## config.mk

```make
export PLATFORM = sky130hd
export DESIGN_NAME = ifp_intc
export DESIGN_NICKNAME = d
export VERILOG_FILES = /design/src/ifp_pkg.sv /design/src/ifp_intc.sv /design/src/ifp_sync2.sv /design/src/ifp_prio_arb.sv
export SDC_FILE = /design/constraint.sdc
export NUM_CORES = 2
export LEC_CHECK = 0
export BUFFER_PORTS_ARGS = -buffer_cell sky130_fd_sc_hd__buf_2
export CORE_MARGIN = 2
export CORE_UTILIZATION = 25
export CTS_CLUSTER_DIAMETER = 50
export CTS_CLUSTER_SIZE = 16
export DETAILED_ROUTE_END_ITERATION = 12
export GPL_TIMING_DRIVEN = 0
export HOLD_SLACK_MARGIN = 0.05
export SYNTH_ARGS = -nofsm -noshare
export SYNTH_HDL_FRONTEND = slang
export SYNTH_SLANG_ARGS = --single-unit
```

## constraint.sdc

```tcl
create_clock -name I_CORE_CLK -period 22 [get_ports I_CORE_CLK]
set_clock_uncertainty 0.2 [all_clocks]
set_input_delay 6.6 -clock I_CORE_CLK [delete_from_list [all_inputs] [get_ports I_CORE_CLK]]
set_output_delay 6.6 -clock I_CORE_CLK [all_outputs]
set_load 0.02 [all_outputs]
```

## src/ifp_pkg.sv

```systemverilog
// Contract
// - thirty-seven registers: two global controls, six flag, six enable, 22 priority, vector/level.
// - first global control holds nesting disable plus trap source control and status flags.
// - second global control sets external request behaviour and alternate vector table select.
// - hardware sets a source flag on request; only a software write clears it.
// - a source may interrupt the core only while its enable bit is set.
// - each user source has a writable 3-bit priority selecting one of eight levels.
// - vector/level register latches pending vector in 7 bits and new level in 4 bits.
// - flag, enable, priority positions follow ascending vector number; vector 0 uses bit 0.
// - cpu level lives in status word bits 7:5 and software may write it.
// - read-only top level bit in core control joins the three status-word level bits.
// - timer 4 is vector 27, table entries 00004Ah and 00014Ah, second flag bit 11.
// - usb is vector 86, table entries 0000C0h and 0001C0h, sixth flag bit 6.
// - second flag bits 15..9 are uart2 tx/rx, ext2, timer5, timer4, oc4, oc3; bit 8 zero.
// - priority 7 is highest, 1 lowest active, 0 disables the source.
package ifp_pkg;
  localparam int AXI_ADDR_W = 12;
  localparam int DATA_W = 32;
  localparam int REG_W = 16;
  localparam int NUM_SRC = 96;
  localparam int NUM_FLAG_REGS = 6;
  localparam int NUM_PRIO_REGS = 24;
  localparam int FIELDS_PER_PRIO = 4;
  localparam int PRIO_W = 3;
  localparam int PRIO_STRIDE = 4;
  localparam int VEC_W = 7;
  localparam int LEVEL_W = 4;
  localparam int NUM_TRAP = 4;
  localparam int NUM_EXT = 3;

  // byte addresses of the register words
  localparam logic [AXI_ADDR_W-1:0] RA_CTL_A = 12'h000;
  localparam logic [AXI_ADDR_W-1:0] RA_CTL_B = 12'h004;
  localparam logic [AXI_ADDR_W-1:0] RA_FLAG0 = 12'h010;
  localparam logic [AXI_ADDR_W-1:0] RA_ENAB0 = 12'h030;
  localparam logic [AXI_ADDR_W-1:0] RA_PRIO0 = 12'h080;
  localparam logic [AXI_ADDR_W-1:0] RA_VEC_LEVEL = 12'h0e0;
  localparam logic [AXI_ADDR_W-1:0] RA_STATUS_WORD = 12'h0e4;
  localparam logic [AXI_ADDR_W-1:0] RA_CORE_CTL = 12'h0e8;
  localparam logic [AXI_ADDR_W-1:0] RA_EVT_STATUS = 12'h0f0;
  localparam logic [AXI_ADDR_W-1:0] RA_EVT_MASK = 12'h0f4;
  localparam int RA_STRIDE = 4;

  // field positions
  localparam int CTL_A_NEST_BIT = 15;
  localparam int CTL_A_TRAP_LSB = 1;
  localparam logic [REG_W-1:0] CTL_A_WMASK = 16'h801e;
  localparam int CTL_B_ALT_BIT = 15;
  localparam int CTL_B_POL_LSB = 0;
  localparam logic [REG_W-1:0] CTL_B_WMASK = 16'h8007;
  localparam logic [REG_W-1:0] PRIO_WMASK = 16'h7777;
  localparam int PRIO_GAP_A = 14;
  localparam int PRIO_GAP_B = 17;
  localparam int PENDING_VECTOR_NUMBER_LSB = 0;
  localparam int ILR_LSB = 8;
  localparam int SW_LEVEL_LSB = 5;
  localparam int CORE_TOP_BIT = 3;
  localparam int EVT_NEW_REQ = 0;
  localparam int EVT_TRAP = 1;
  localparam int NUM_EVT = 2;

  // sources wired to the external request pins
  localparam logic [NUM_EXT-1:0][VEC_W-1:0] EXT_VEC = {7'h1d, 7'h14, 7'h00};
  // second flag register leaves bits 8 and 5 empty
  localparam logic [NUM_SRC-1:0] SRC_IMPL_DEF = {16'hffff, 16'hffff, 16'hffff, 16'hffff,
                                                16'hfedf, 16'hffff};
  localparam logic [23:0] VEC_PRI_BASE = 24'h000014;
  localparam logic [23:0] VEC_ALT_BASE = 24'h000114;
  localparam logic [LEVEL_W-1:0] MAX_USER_LEVEL = 4'h7;

  localparam logic [1:0] RESP_OKAY = 2'h0;
  localparam logic [1:0] RESP_SLVERR = 2'h2;
endpackage

```

## src/ifp_intc.sv

```systemverilog
// Chosen here: the register offsets and the AXI4-Lite interface to the registers.
`timescale 1ns/100ps
module ifp_intc #(
  parameter logic [ifp_pkg::NUM_SRC-1:0] SRC_IMPL = ifp_pkg::SRC_IMPL_DEF
) (
  input wire logic I_CORE_CLK,
  input wire logic I_RESETN,
  input wire logic [ifp_pkg::AXI_ADDR_W-1:0] I_AXI_AWADDR,
  input wire logic I_AXI_AWVALID,
  output logic O_AXI_AWREADY,
  input wire logic [ifp_pkg::DATA_W-1:0] I_AXI_WDATA,
  input wire logic [ifp_pkg::DATA_W/8-1:0] I_AXI_WSTRB,
  input wire logic I_AXI_WVALID,
  output logic O_AXI_WREADY,
  output logic [1:0] O_AXI_BRESP,
  output logic O_AXI_BVALID,
  input wire logic I_AXI_BREADY,
  input wire logic [ifp_pkg::AXI_ADDR_W-1:0] I_AXI_ARADDR,
  input wire logic I_AXI_ARVALID,
  output logic O_AXI_ARREADY,
  output logic [ifp_pkg::DATA_W-1:0] O_AXI_RDATA,
  output logic [1:0] O_AXI_RRESP,
  output logic O_AXI_RVALID,
  input wire logic I_AXI_RREADY,
  input wire logic [ifp_pkg::NUM_SRC-1:0] I_SRC_EVT,
  input wire logic [ifp_pkg::NUM_EXT-1:0] I_EXT_IRQ,
  input wire logic [ifp_pkg::NUM_TRAP-1:0] I_TRAP_EVT,
  input wire logic I_CPU_LEVEL_TOP,
  input wire logic I_IRQ_ACK,
  output logic O_IRQ_REQ,
  output logic [ifp_pkg::VEC_W-1:0] O_VECTOR_NUM,
  output logic [ifp_pkg::LEVEL_W-1:0] O_NEW_LEVEL,
  output logic [23:0] O_VECTOR_ADDR,
  output logic [ifp_pkg::LEVEL_W-1:0] O_CPU_LEVEL,
  output logic O_NEST_DISABLE,
  output logic O_IRQ
);
  import ifp_pkg::*;

  typedef struct packed {
    logic awready;
    logic wready;
    logic aw_held;
    logic w_held;
    logic [AXI_ADDR_W-1:0] waddr;
    logic [DATA_W-1:0] wdata;
    logic [DATA_W/8-1:0] wstrb;
    logic bvalid;
    logic [1:0] bresp;
    logic arready;
    logic rvalid;
    logic [DATA_W-1:0] rdata;
    logic [1:0] rresp;
    logic [REG_W-1:0] ctl_a;
    logic [REG_W-1:0] ctl_b;
    logic [NUM_FLAG_REGS-1:0][REG_W-1:0] flag;
    logic [NUM_FLAG_REGS-1:0][REG_W-1:0] enab;
    logic [NUM_PRIO_REGS-1:0][REG_W-1:0] prio;
    logic [VEC_W-1:0] pending_vector_number;
    logic [LEVEL_W-1:0] new_cpu_level;
    logic [PRIO_W-1:0] cpu_level;
    logic level_top;
    logic [NUM_EXT-1:0] ext_prev;
    logic [NUM_EVT-1:0] evt;
    logic [NUM_EVT-1:0] evt_mask;
    logic irq;
    logic req;
    logic [23:0] vaddr;
  } ifp_state_s;

  ifp_state_s st;
  ifp_state_s next_st;

  logic rst_n;
  logic [NUM_EXT-1:0] ext_s;
  logic [NUM_SRC*PRIO_W-1:0] prio_flat;
  logic [NUM_SRC-1:0] arb_req;
  logic arb_valid;
  logic [VEC_W-1:0] arb_vec;
  logic [LEVEL_W-1:0] arb_level;

  // ****************************************************************
  // reset and pin synchronisers
  // ****************************************************************
  ifp_sync2 #(.WIDTH(1)) u_rst_sync (
    .i_clk(I_CORE_CLK),
    .i_rst_n(I_RESETN),
    .i_d(1'b1),
    .o_q(rst_n)
  );

  ifp_sync2 #(.WIDTH(NUM_EXT)) u_ext_sync (
    .i_clk(I_CORE_CLK),
    .i_rst_n(rst_n),
    .i_d(I_EXT_IRQ),
    .o_q(ext_s)
  );

  // ****************************************************************
  // helpers
  // ****************************************************************
  function automatic logic [REG_W-1:0] merge(input logic [REG_W-1:0] old,
                                             input logic [DATA_W-1:0] d,
                                             input logic [DATA_W/8-1:0] be);
    logic [REG_W-1:0] r;
    r = old;
    if (be[0]) begin
      r[7:0] = d[7:0];
    end
    if (be[1]) begin
      r[15:8] = d[15:8];
    end
    return r;
  endfunction

  // writable bits of one priority word; empty sources and gaps stay zero
  function automatic logic [REG_W-1:0] prio_mask(input int n);
    logic [REG_W-1:0] m;
    m = '0;
    if ((n != PRIO_GAP_A) && (n != PRIO_GAP_B)) begin
      for (int f = 0; f < FIELDS_PER_PRIO; f++) begin
        if (SRC_IMPL[n*FIELDS_PER_PRIO + f]) begin
          m[f*PRIO_STRIDE +: PRIO_STRIDE] = PRIO_WMASK[f*PRIO_STRIDE +: PRIO_STRIDE];
        end
      end
    end
    return m;
  endfunction

  function automatic logic [AXI_ADDR_W-1:0] word_addr(input logic [AXI_ADDR_W-1:0] a);
    return {a[AXI_ADDR_W-1:2], 2'b00};
  endfunction

  // returns {hit, data}
  function automatic logic [DATA_W:0] read_word(input logic [AXI_ADDR_W-1:0] a);
    logic [DATA_W:0] r;
    logic [AXI_ADDR_W-1:0] w;
    r = '0;
    w = word_addr(a);
    if (w == RA_CTL_A) begin
      r = {1'b1, 16'h0000, st.ctl_a};
    end else if (w == RA_CTL_B) begin
      r = {1'b1, 16'h0000, st.ctl_b};
    end else if (w == RA_VEC_LEVEL) begin
      r[DATA_W] = 1'b1;
      r[PENDING_VECTOR_NUMBER_LSB +: VEC_W] = st.pending_vector_number;
      r[ILR_LSB +: LEVEL_W] = st.new_cpu_level;
    end else if (w == RA_STATUS_WORD) begin
      r[DATA_W] = 1'b1;
      r[SW_LEVEL_LSB +: PRIO_W] = st.cpu_level;
    end else if (w == RA_CORE_CTL) begin
      r[DATA_W] = 1'b1;
      r[CORE_TOP_BIT] = st.level_top;
    end else if (w == RA_EVT_STATUS) begin
      r[DATA_W] = 1'b1;
      r[NUM_EVT-1:0] = st.evt;
    end else if (w == RA_EVT_MASK) begin
      r[DATA_W] = 1'b1;
      r[NUM_EVT-1:0] = st.evt_mask;
    end
    for (int k = 0; k < NUM_FLAG_REGS; k++) begin
      if (w == RA_FLAG0 + AXI_ADDR_W'(k*RA_STRIDE)) begin
        r = {1'b1, 16'h0000, st.flag[k]};
      end
      if (w == RA_ENAB0 + AXI_ADDR_W'(k*RA_STRIDE)) begin
        r = {1'b1, 16'h0000, st.enab[k]};
      end
    end
    for (int n = 0; n < NUM_PRIO_REGS; n++) begin
      if (w == RA_PRIO0 + AXI_ADDR_W'(n*RA_STRIDE)) begin
        r = {1'b1, 16'h0000, st.prio[n]};
      end
    end
    return r;
  endfunction

  // ****************************************************************
  // arbitration
  // ****************************************************************
  always_comb begin
    for (int s = 0; s < NUM_SRC; s++) begin
      prio_flat[s*PRIO_W +: PRIO_W] =
        st.prio[s/FIELDS_PER_PRIO][(s%FIELDS_PER_PRIO)*PRIO_STRIDE +: PRIO_W];
    end
    arb_req = st.flag & st.enab;
  end

  ifp_prio_arb #(.N(NUM_SRC)) u_arb (
    .i_req(arb_req),
    .i_prio(prio_flat),
    .i_cur_level({st.level_top, st.cpu_level}),
    .o_valid(arb_valid),
    .o_vec(arb_vec),
    .o_level(arb_level)
  );

  // ****************************************************************
  // next state
  // ****************************************************************
  always_comb begin
    logic wr_go;
    logic wr_hit;
    logic [AXI_ADDR_W-1:0] wa;
    logic [DATA_W:0] rd;
    logic [NUM_SRC-1:0] set;
    logic [NUM_EXT-1:0] ext_edge;
    logic new_req;
    wr_go = 1'b0;
    wr_hit = 1'b0;
    wa = '0;
    rd = '0;
    set = '0;
    ext_edge = '0;
    new_req = 1'b0;
    next_st = st;

    // write channel: address and data in either order
    if (st.awready && I_AXI_AWVALID) begin
      next_st.awready = 1'b0;
      next_st.aw_held = 1'b1;
      next_st.waddr = I_AXI_AWADDR;
    end
    if (st.wready && I_AXI_WVALID) begin
      next_st.wready = 1'b0;
      next_st.w_held = 1'b1;
      next_st.wdata = I_AXI_WDATA;
      next_st.wstrb = I_AXI_WSTRB;
    end
    wr_go = st.aw_held && st.w_held && !st.bvalid;
    wa = word_addr(st.waddr);
    wr_hit = read_word(st.waddr) >> DATA_W != '0;
    if (wr_go) begin
      next_st.aw_held = 1'b0;
      next_st.w_held = 1'b0;
      next_st.bvalid = 1'b1;
      next_st.bresp = wr_hit ? RESP_OKAY : RESP_SLVERR;
    end
    if (st.bvalid && I_AXI_BREADY) begin
      next_st.bvalid = 1'b0;
      next_st.awready = 1'b1;
      next_st.wready = 1'b1;
    end

    // read channel, one cycle after the address is taken
    if (st.arready && I_AXI_ARVALID) begin
      rd = read_word(I_AXI_ARADDR);
      next_st.arready = 1'b0;
      next_st.rvalid = 1'b1;
      next_st.rdata = rd[DATA_W-1:0];
      next_st.rresp = rd[DATA_W] ? RESP_OKAY : RESP_SLVERR;
    end
    if (st.rvalid && I_AXI_RREADY) begin
      next_st.rvalid = 1'b0;
      next_st.arready = 1'b1;
    end

    // external pins: edge selected per pin
    next_st.ext_prev = ext_s;
    for (int k = 0; k < NUM_EXT; k++) begin
      ext_edge[k] = st.ctl_b[CTL_B_POL_LSB + k] ? (st.ext_prev[k] & ~ext_s[k])
                                                : (~st.ext_prev[k] & ext_s[k]);
    end
    set = I_SRC_EVT;
    for (int k = 0; k < NUM_EXT; k++) begin
      set[EXT_VEC[k]] = set[EXT_VEC[k]] | ext_edge[k];
    end

    // global controls; trap set wins over a clearing write
    if (wr_go && (wa == RA_CTL_A)) begin
      next_st.ctl_a = merge(st.ctl_a, st.wdata, st.wstrb);
    end
    next_st.ctl_a = (next_st.ctl_a |
                     (REG_W'(I_TRAP_EVT) << CTL_A_TRAP_LSB)) & CTL_A_WMASK;
    if (wr_go && (wa == RA_CTL_B)) begin
      next_st.ctl_b = merge(st.ctl_b, st.wdata, st.wstrb) & CTL_B_WMASK;
    end

    // flags: hardware only sets, software write may clear
    for (int k = 0; k < NUM_FLAG_REGS; k++) begin
      if (wr_go && (wa == RA_FLAG0 + AXI_ADDR_W'(k*RA_STRIDE))) begin
        next_st.flag[k] = merge(st.flag[k], st.wdata, st.wstrb);
      end
      next_st.flag[k] = (next_st.flag[k] | set[k*REG_W +: REG_W]) &
                        SRC_IMPL[k*REG_W +: REG_W];
      if (wr_go && (wa == RA_ENAB0 + AXI_ADDR_W'(k*RA_STRIDE))) begin
        next_st.enab[k] = merge(st.enab[k], st.wdata, st.wstrb) &
                          SRC_IMPL[k*REG_W +: REG_W];
      end
    end
    for (int n = 0; n < NUM_PRIO_REGS; n++) begin
      if (wr_go && (wa == RA_PRIO0 + AXI_ADDR_W'(n*RA_STRIDE))) begin
        next_st.prio[n] = merge(st.prio[n], st.wdata, st.wstrb) & prio_mask(n);
      end
    end

    // cpu level: software write, raised when the core takes a request
    if (wr_go && (wa == RA_STATUS_WORD) && st.wstrb[0]) begin
      next_st.cpu_level = st.wdata[SW_LEVEL_LSB +: PRIO_W];
    end
    if (I_IRQ_ACK && st.req) begin
      next_st.cpu_level = st.ctl_a[CTL_A_NEST_BIT] ? MAX_USER_LEVEL[PRIO_W-1:0]
                                                   : st.new_cpu_level[PRIO_W-1:0];
    end
    next_st.level_top = I_CPU_LEVEL_TOP;

    // latch winner; vector table entry is base plus two per vector
    next_st.req = arb_valid;
    new_req = arb_valid && (!st.req || (arb_vec != st.pending_vector_number));
    if (arb_valid) begin
      next_st.pending_vector_number = arb_vec;
      next_st.new_cpu_level = arb_level;
      next_st.vaddr = (st.ctl_b[CTL_B_ALT_BIT] ? VEC_ALT_BASE : VEC_PRI_BASE) +
                      {16'h0000, arb_vec, 1'b0};
    end

    // event status: write one to clear, new events win
    if (wr_go && (wa == RA_EVT_STATUS) && st.wstrb[0]) begin
      next_st.evt = st.evt & ~st.wdata[NUM_EVT-1:0];
    end
    next_st.evt[EVT_NEW_REQ] = next_st.evt[EVT_NEW_REQ] | new_req;
    next_st.evt[EVT_TRAP] = next_st.evt[EVT_TRAP] | (|I_TRAP_EVT);
    if (wr_go && (wa == RA_EVT_MASK) && st.wstrb[0]) begin
      next_st.evt_mask = st.wdata[NUM_EVT-1:0];
    end
    next_st.irq = |(next_st.evt & next_st.evt_mask);
  end

  always_ff @(posedge I_CORE_CLK or negedge rst_n) begin
    if (!rst_n) begin
      st <= '0;
      st.awready <= 1'b1;
      st.wready <= 1'b1;
      st.arready <= 1'b1;
    end else begin
      st <= next_st;
    end
  end

  // ****************************************************************
  // outputs
  // ****************************************************************
  assign O_AXI_AWREADY = st.awready;
  assign O_AXI_WREADY = st.wready;
  assign O_AXI_BRESP = st.bresp;
  assign O_AXI_BVALID = st.bvalid;
  assign O_AXI_ARREADY = st.arready;
  assign O_AXI_RDATA = st.rdata;
  assign O_AXI_RRESP = st.rresp;
  assign O_AXI_RVALID = st.rvalid;
  assign O_IRQ_REQ = st.req;
  assign O_VECTOR_NUM = st.pending_vector_number;
  assign O_NEW_LEVEL = st.new_cpu_level;
  assign O_VECTOR_ADDR = st.vaddr;
  assign O_CPU_LEVEL = {st.level_top, st.cpu_level};
  assign O_NEST_DISABLE = st.ctl_a[CTL_A_NEST_BIT];
  assign O_IRQ = st.irq;
endmodule // ifp_intc

```

## src/ifp_sync2.sv

```systemverilog
`timescale 1ns/100ps
module ifp_sync2 #(
  parameter int WIDTH = 1
) (
  input wire logic i_clk,
  input wire logic i_rst_n,
  input wire logic [WIDTH-1:0] i_d,
  output logic [WIDTH-1:0] o_q
);
  typedef struct packed {
    logic [WIDTH-1:0] s1;
    logic [WIDTH-1:0] s2;
  } ifp_sync_s;

  ifp_sync_s st;
  ifp_sync_s next_st;

  always_comb begin
    next_st.s1 = i_d;
    next_st.s2 = st.s1;
  end

  always_ff @(posedge i_clk or negedge i_rst_n) begin
    if (!i_rst_n) begin
      st <= '0;
    end else begin
      st <= next_st;
    end
  end

  assign o_q = st.s2;
endmodule // ifp_sync2

```

## src/ifp_prio_arb.sv

```systemverilog
`timescale 1ns/100ps
module ifp_prio_arb #(
  parameter int N = ifp_pkg::NUM_SRC
) (
  input wire logic [N-1:0] i_req,
  input wire logic [N*ifp_pkg::PRIO_W-1:0] i_prio,
  input wire logic [ifp_pkg::LEVEL_W-1:0] i_cur_level,
  output logic o_valid,
  output logic [ifp_pkg::VEC_W-1:0] o_vec,
  output logic [ifp_pkg::LEVEL_W-1:0] o_level
);
  import ifp_pkg::*;

  // ascending scan with strict compare: ties keep the lower vector
  always_comb begin
    logic [PRIO_W-1:0] p;
    logic [PRIO_W-1:0] best;
    p = '0;
    best = '0;
    o_valid = 1'b0;
    o_vec = '0;
    for (int s = 0; s < N; s++) begin
      p = i_prio[s*PRIO_W +: PRIO_W];
      if (i_req[s] && (p != '0) && ({1'b0, p} > i_cur_level) &&
          (!o_valid || (p > best))) begin
        o_valid = 1'b1;
        best = p;
        o_vec = VEC_W'(s);
      end
    end
    o_level = {1'b0, best};
  end
endmodule // ifp_prio_arb

```

==> flow_summary.ini <==
[timing]
fmax_mhz = 8.265
finalWorstPathRequiredPeriod_ns = 120.99
hold_violations = 0
drv_slew = 37
worst_pin_slew_ns = 1.566
worst_slack_ns = -98.99
slew_headroom_pct = -5.175
finalSetupViolations = 18
min_period_over_period_pct = 550.0
rsz0062_at_grt = yes
fin_hold_ws_ns = 0.1493

[routing]
ant_nets = 0
drc_errors = 0
drtIter0Drc = 5873
routedWlPerCell_um = 28.66
route.vias.total = 48730
first_pass_iters = 7
wirelength_um = 243400
vias_per_cell = 5.737

[synthesis]
ys_top_cells_by_count = nand2_1, dfrtp_1, ha_1, mux2_2, a21oi_1
netlist.area_leader.share_pct = 30.66
ys_top_cells_by_area = dfrtp_1, ha_1, mux2_2
ys_types = 129
syn_inst = 5132
synth-main-ff-cell = dfrtp_1
yosys_register_bits = 547
yosys.area.top_type = dfrtp_1
syn_area_per_cell_sq_um = 8.652
async_reset_ff_share_pct = 100.0
syn-cell-area_sq_mm = 0.04440
seq_area_frac_synth_pct = 30.84
synth-warning-count = 0
post-synth-top-count-cell = nand2_1
synth_enable_flop_cells = 0

[grt]
grt_pass1_vias = 46380
grt_antenna_before_repair = 23
track_usage_pct = 25.76
grt_max_degree = 69
grt_pass1_wl_um = 337700
grt-ovfl-total = 0

[floorplan]
core_area_sq_mm = 0.1763
initial_core_util_pct = 25.18
die_area_sq_mm = 0.1810
rows = 154
die_y_um = 425.4
io_pins = 255
chipWidth_um = 425.4

[critical_path]
crit_top_cell = buf_4
crit_start = O_CPU_LEVEL[2]
start_kind = flop
cpPeakStageDelay_ns = 0.57
worstSetupEndpointType = flop
critical_path_buf_inv_count = 153
cpLargestDelayFamily = compound AO/OA/AOI/OAI gates
critPathRequiredTime_ns = 22.40
cp_max_fo = 7
r2r_start = O_CPU_LEVEL[2]
critPathArrivalTime_ns = 121.39
cp_slowest_cell = or4_4
crit_type = flop to flop

[cts]
htreeDepth = 3
clock_latency_ns = 0.69
clk_pin_slew_worst_paths_ns = 0.08
cts_max_path_buffers = 3
root_buffer = clkbuf_16
cts_sinks = 547
cts_tree = yes
hold_buffers = 0
numCtsBuffers = 67

[placed_design]
hpwl_um = 180800
port_buffers = 195
gp_congestion = 1.041
place_area_sq_mm = 0.05044
place_inst = 7721

[power]
ir_drop_mv = 0.06593
leakagePower_nw = 27.83
fin_total_pwr_mw = 3.309
powerDensity_mw_per_mm2 = 53.79

[finish]
finalNetCount = 6700
final_cell_area_sq_mm = 0.06152
drive_gt1_share_pct = 36.98
final_cells = 8493
area_growth_pct = 38.55

[hold_path]
hp-class = flop to asynchronous set/reset pin

[run_status]
violations = max-capacitance violations, max-slew violations, negative setup slack
status = finished, violations left

[run]
drv_cap = 4
stage by stage:
step / setup TNS, ns / setup WS (ns) / util (%)
6_report: -1764.01 / -98.99 / 34.89
4_1_cts: -1704.44 / -95.49 / 33.56
2_1_floorplan: -1664.34 / -93.63 / -
3_5_place_dp: -1997.41 / -112.26 / 28.61
3_3_place_gp: -3077.41 / -112.57 / 28.35
5_1_grt: -1860.32 / -104.34 / 34.88
cells in the final DEF, fill, tap and decap left out, types with 53 or more instances in the layout:
| cell type | instances |
|---|---|
| nor3_1 | 156 |
| clkbuf_1 | 108 |
| clkbuf_16 | 69 |
| dfrtp_1 | 540 |
| a21oi_2 | 102 |
| buf_2 | 202 |
| a21oi_1 | 213 |
| o21ai_0 | 188 |
| nand2_1 | 616 |
| ha_4 | 94 |
| buf_6 | 61 |
| nand3_1 | 103 |
| buf_4 | 659 |
| inv_1 | 278 |
| nand3b_1 | 95 |
| nor2b_1 | 75 |
| mux2_2 | 337 |
| a21o_1 | 77 |
| o21ai_2 | 53 |
| nor2_1 | 262 |
| ha_1 | 329 |
cells by family (layout without fill, tap and decap cells):
group,count (synthesis),count (layout),share of synthesized area (%)
compound gates,1353,1353,20.39
xor+xnor,7,7,0.1381
fa+ha+maj,463,463,12.91
buf+inv,542,1516,5.312
flops,547,547,30.84
mux,406,406,10.19
other cells,2,49,0.01691
simple gates,1812,1812,20.21
registers in the layout (all words and copies together) (netlist names), 3 cells and up:
signal and flops:
u_ext_sync.next_st 3, st 233, prio_flat 258, O_AXI_RDATA 16, O_VECTOR_ADDR 8, u_ext_sync.o_q 3, O_VECTOR_NUM 7, O_CPU_LEVEL 4
O_NEW_LEVEL 3
final timing paths:
check	slack [ns]	end	cells after the start
setup / recovery	-98.99	O_VECTOR_ADDR[6]	890
hold / removal	0.15	st[695]	0
setup reg to reg	-98.99	O_VECTOR_ADDR[6]	736
hold reg to reg	0.15	st[695]	0
max in group asynchronous	15.99	u_rst_sync.o_q	1
min in group I_CORE_CLK	0.15	u_ext_sync.o_q[0]	0
per-layer routing:
metal  vias to the layer above  GRT usage [%]  share of wire [%]
met5                         -              0              0.038
met4                        14          23.13                 11
met3                       886          5.734                9.0
met2                      2943          38.88                 43
met1                     24090          30.56                 37
li1                      20790              -                  -
where the power goes:
part	internal [mW]	total, mW	switching [mW]
clock network	0.670	1.21	0.544
logic	0.215	0.925	0.710
registers	1.07	1.17	0.102
area by class of cell:
type | count | area (sq um)
diodes | 14 | 35.03
plain buffers | 215 | 1199
clock buffers | 77 | 1787
clock inverters | 41 | 561.8
fillers | 17690 | 114800
inverters | 321 | 1240
multi-input cells | 4076 | 33480
flip-flops and latches | 547 | 13710
well taps | 2340 | 2928
repair buffers | 860 | 6578
repair inverters | 2 | 10.01
what timing repair did:
action | 4_1_cts | 5_1_grt
pin swaps | 436 | 341
resized for setup | 461 | 315
hold endpoints to repair | 0 | 0
cloned | 4 | 0
endpoints found under the setup margin | 18 | 18
buffers inserted | 528 | 128
Power figures use the tool's default switching activity.
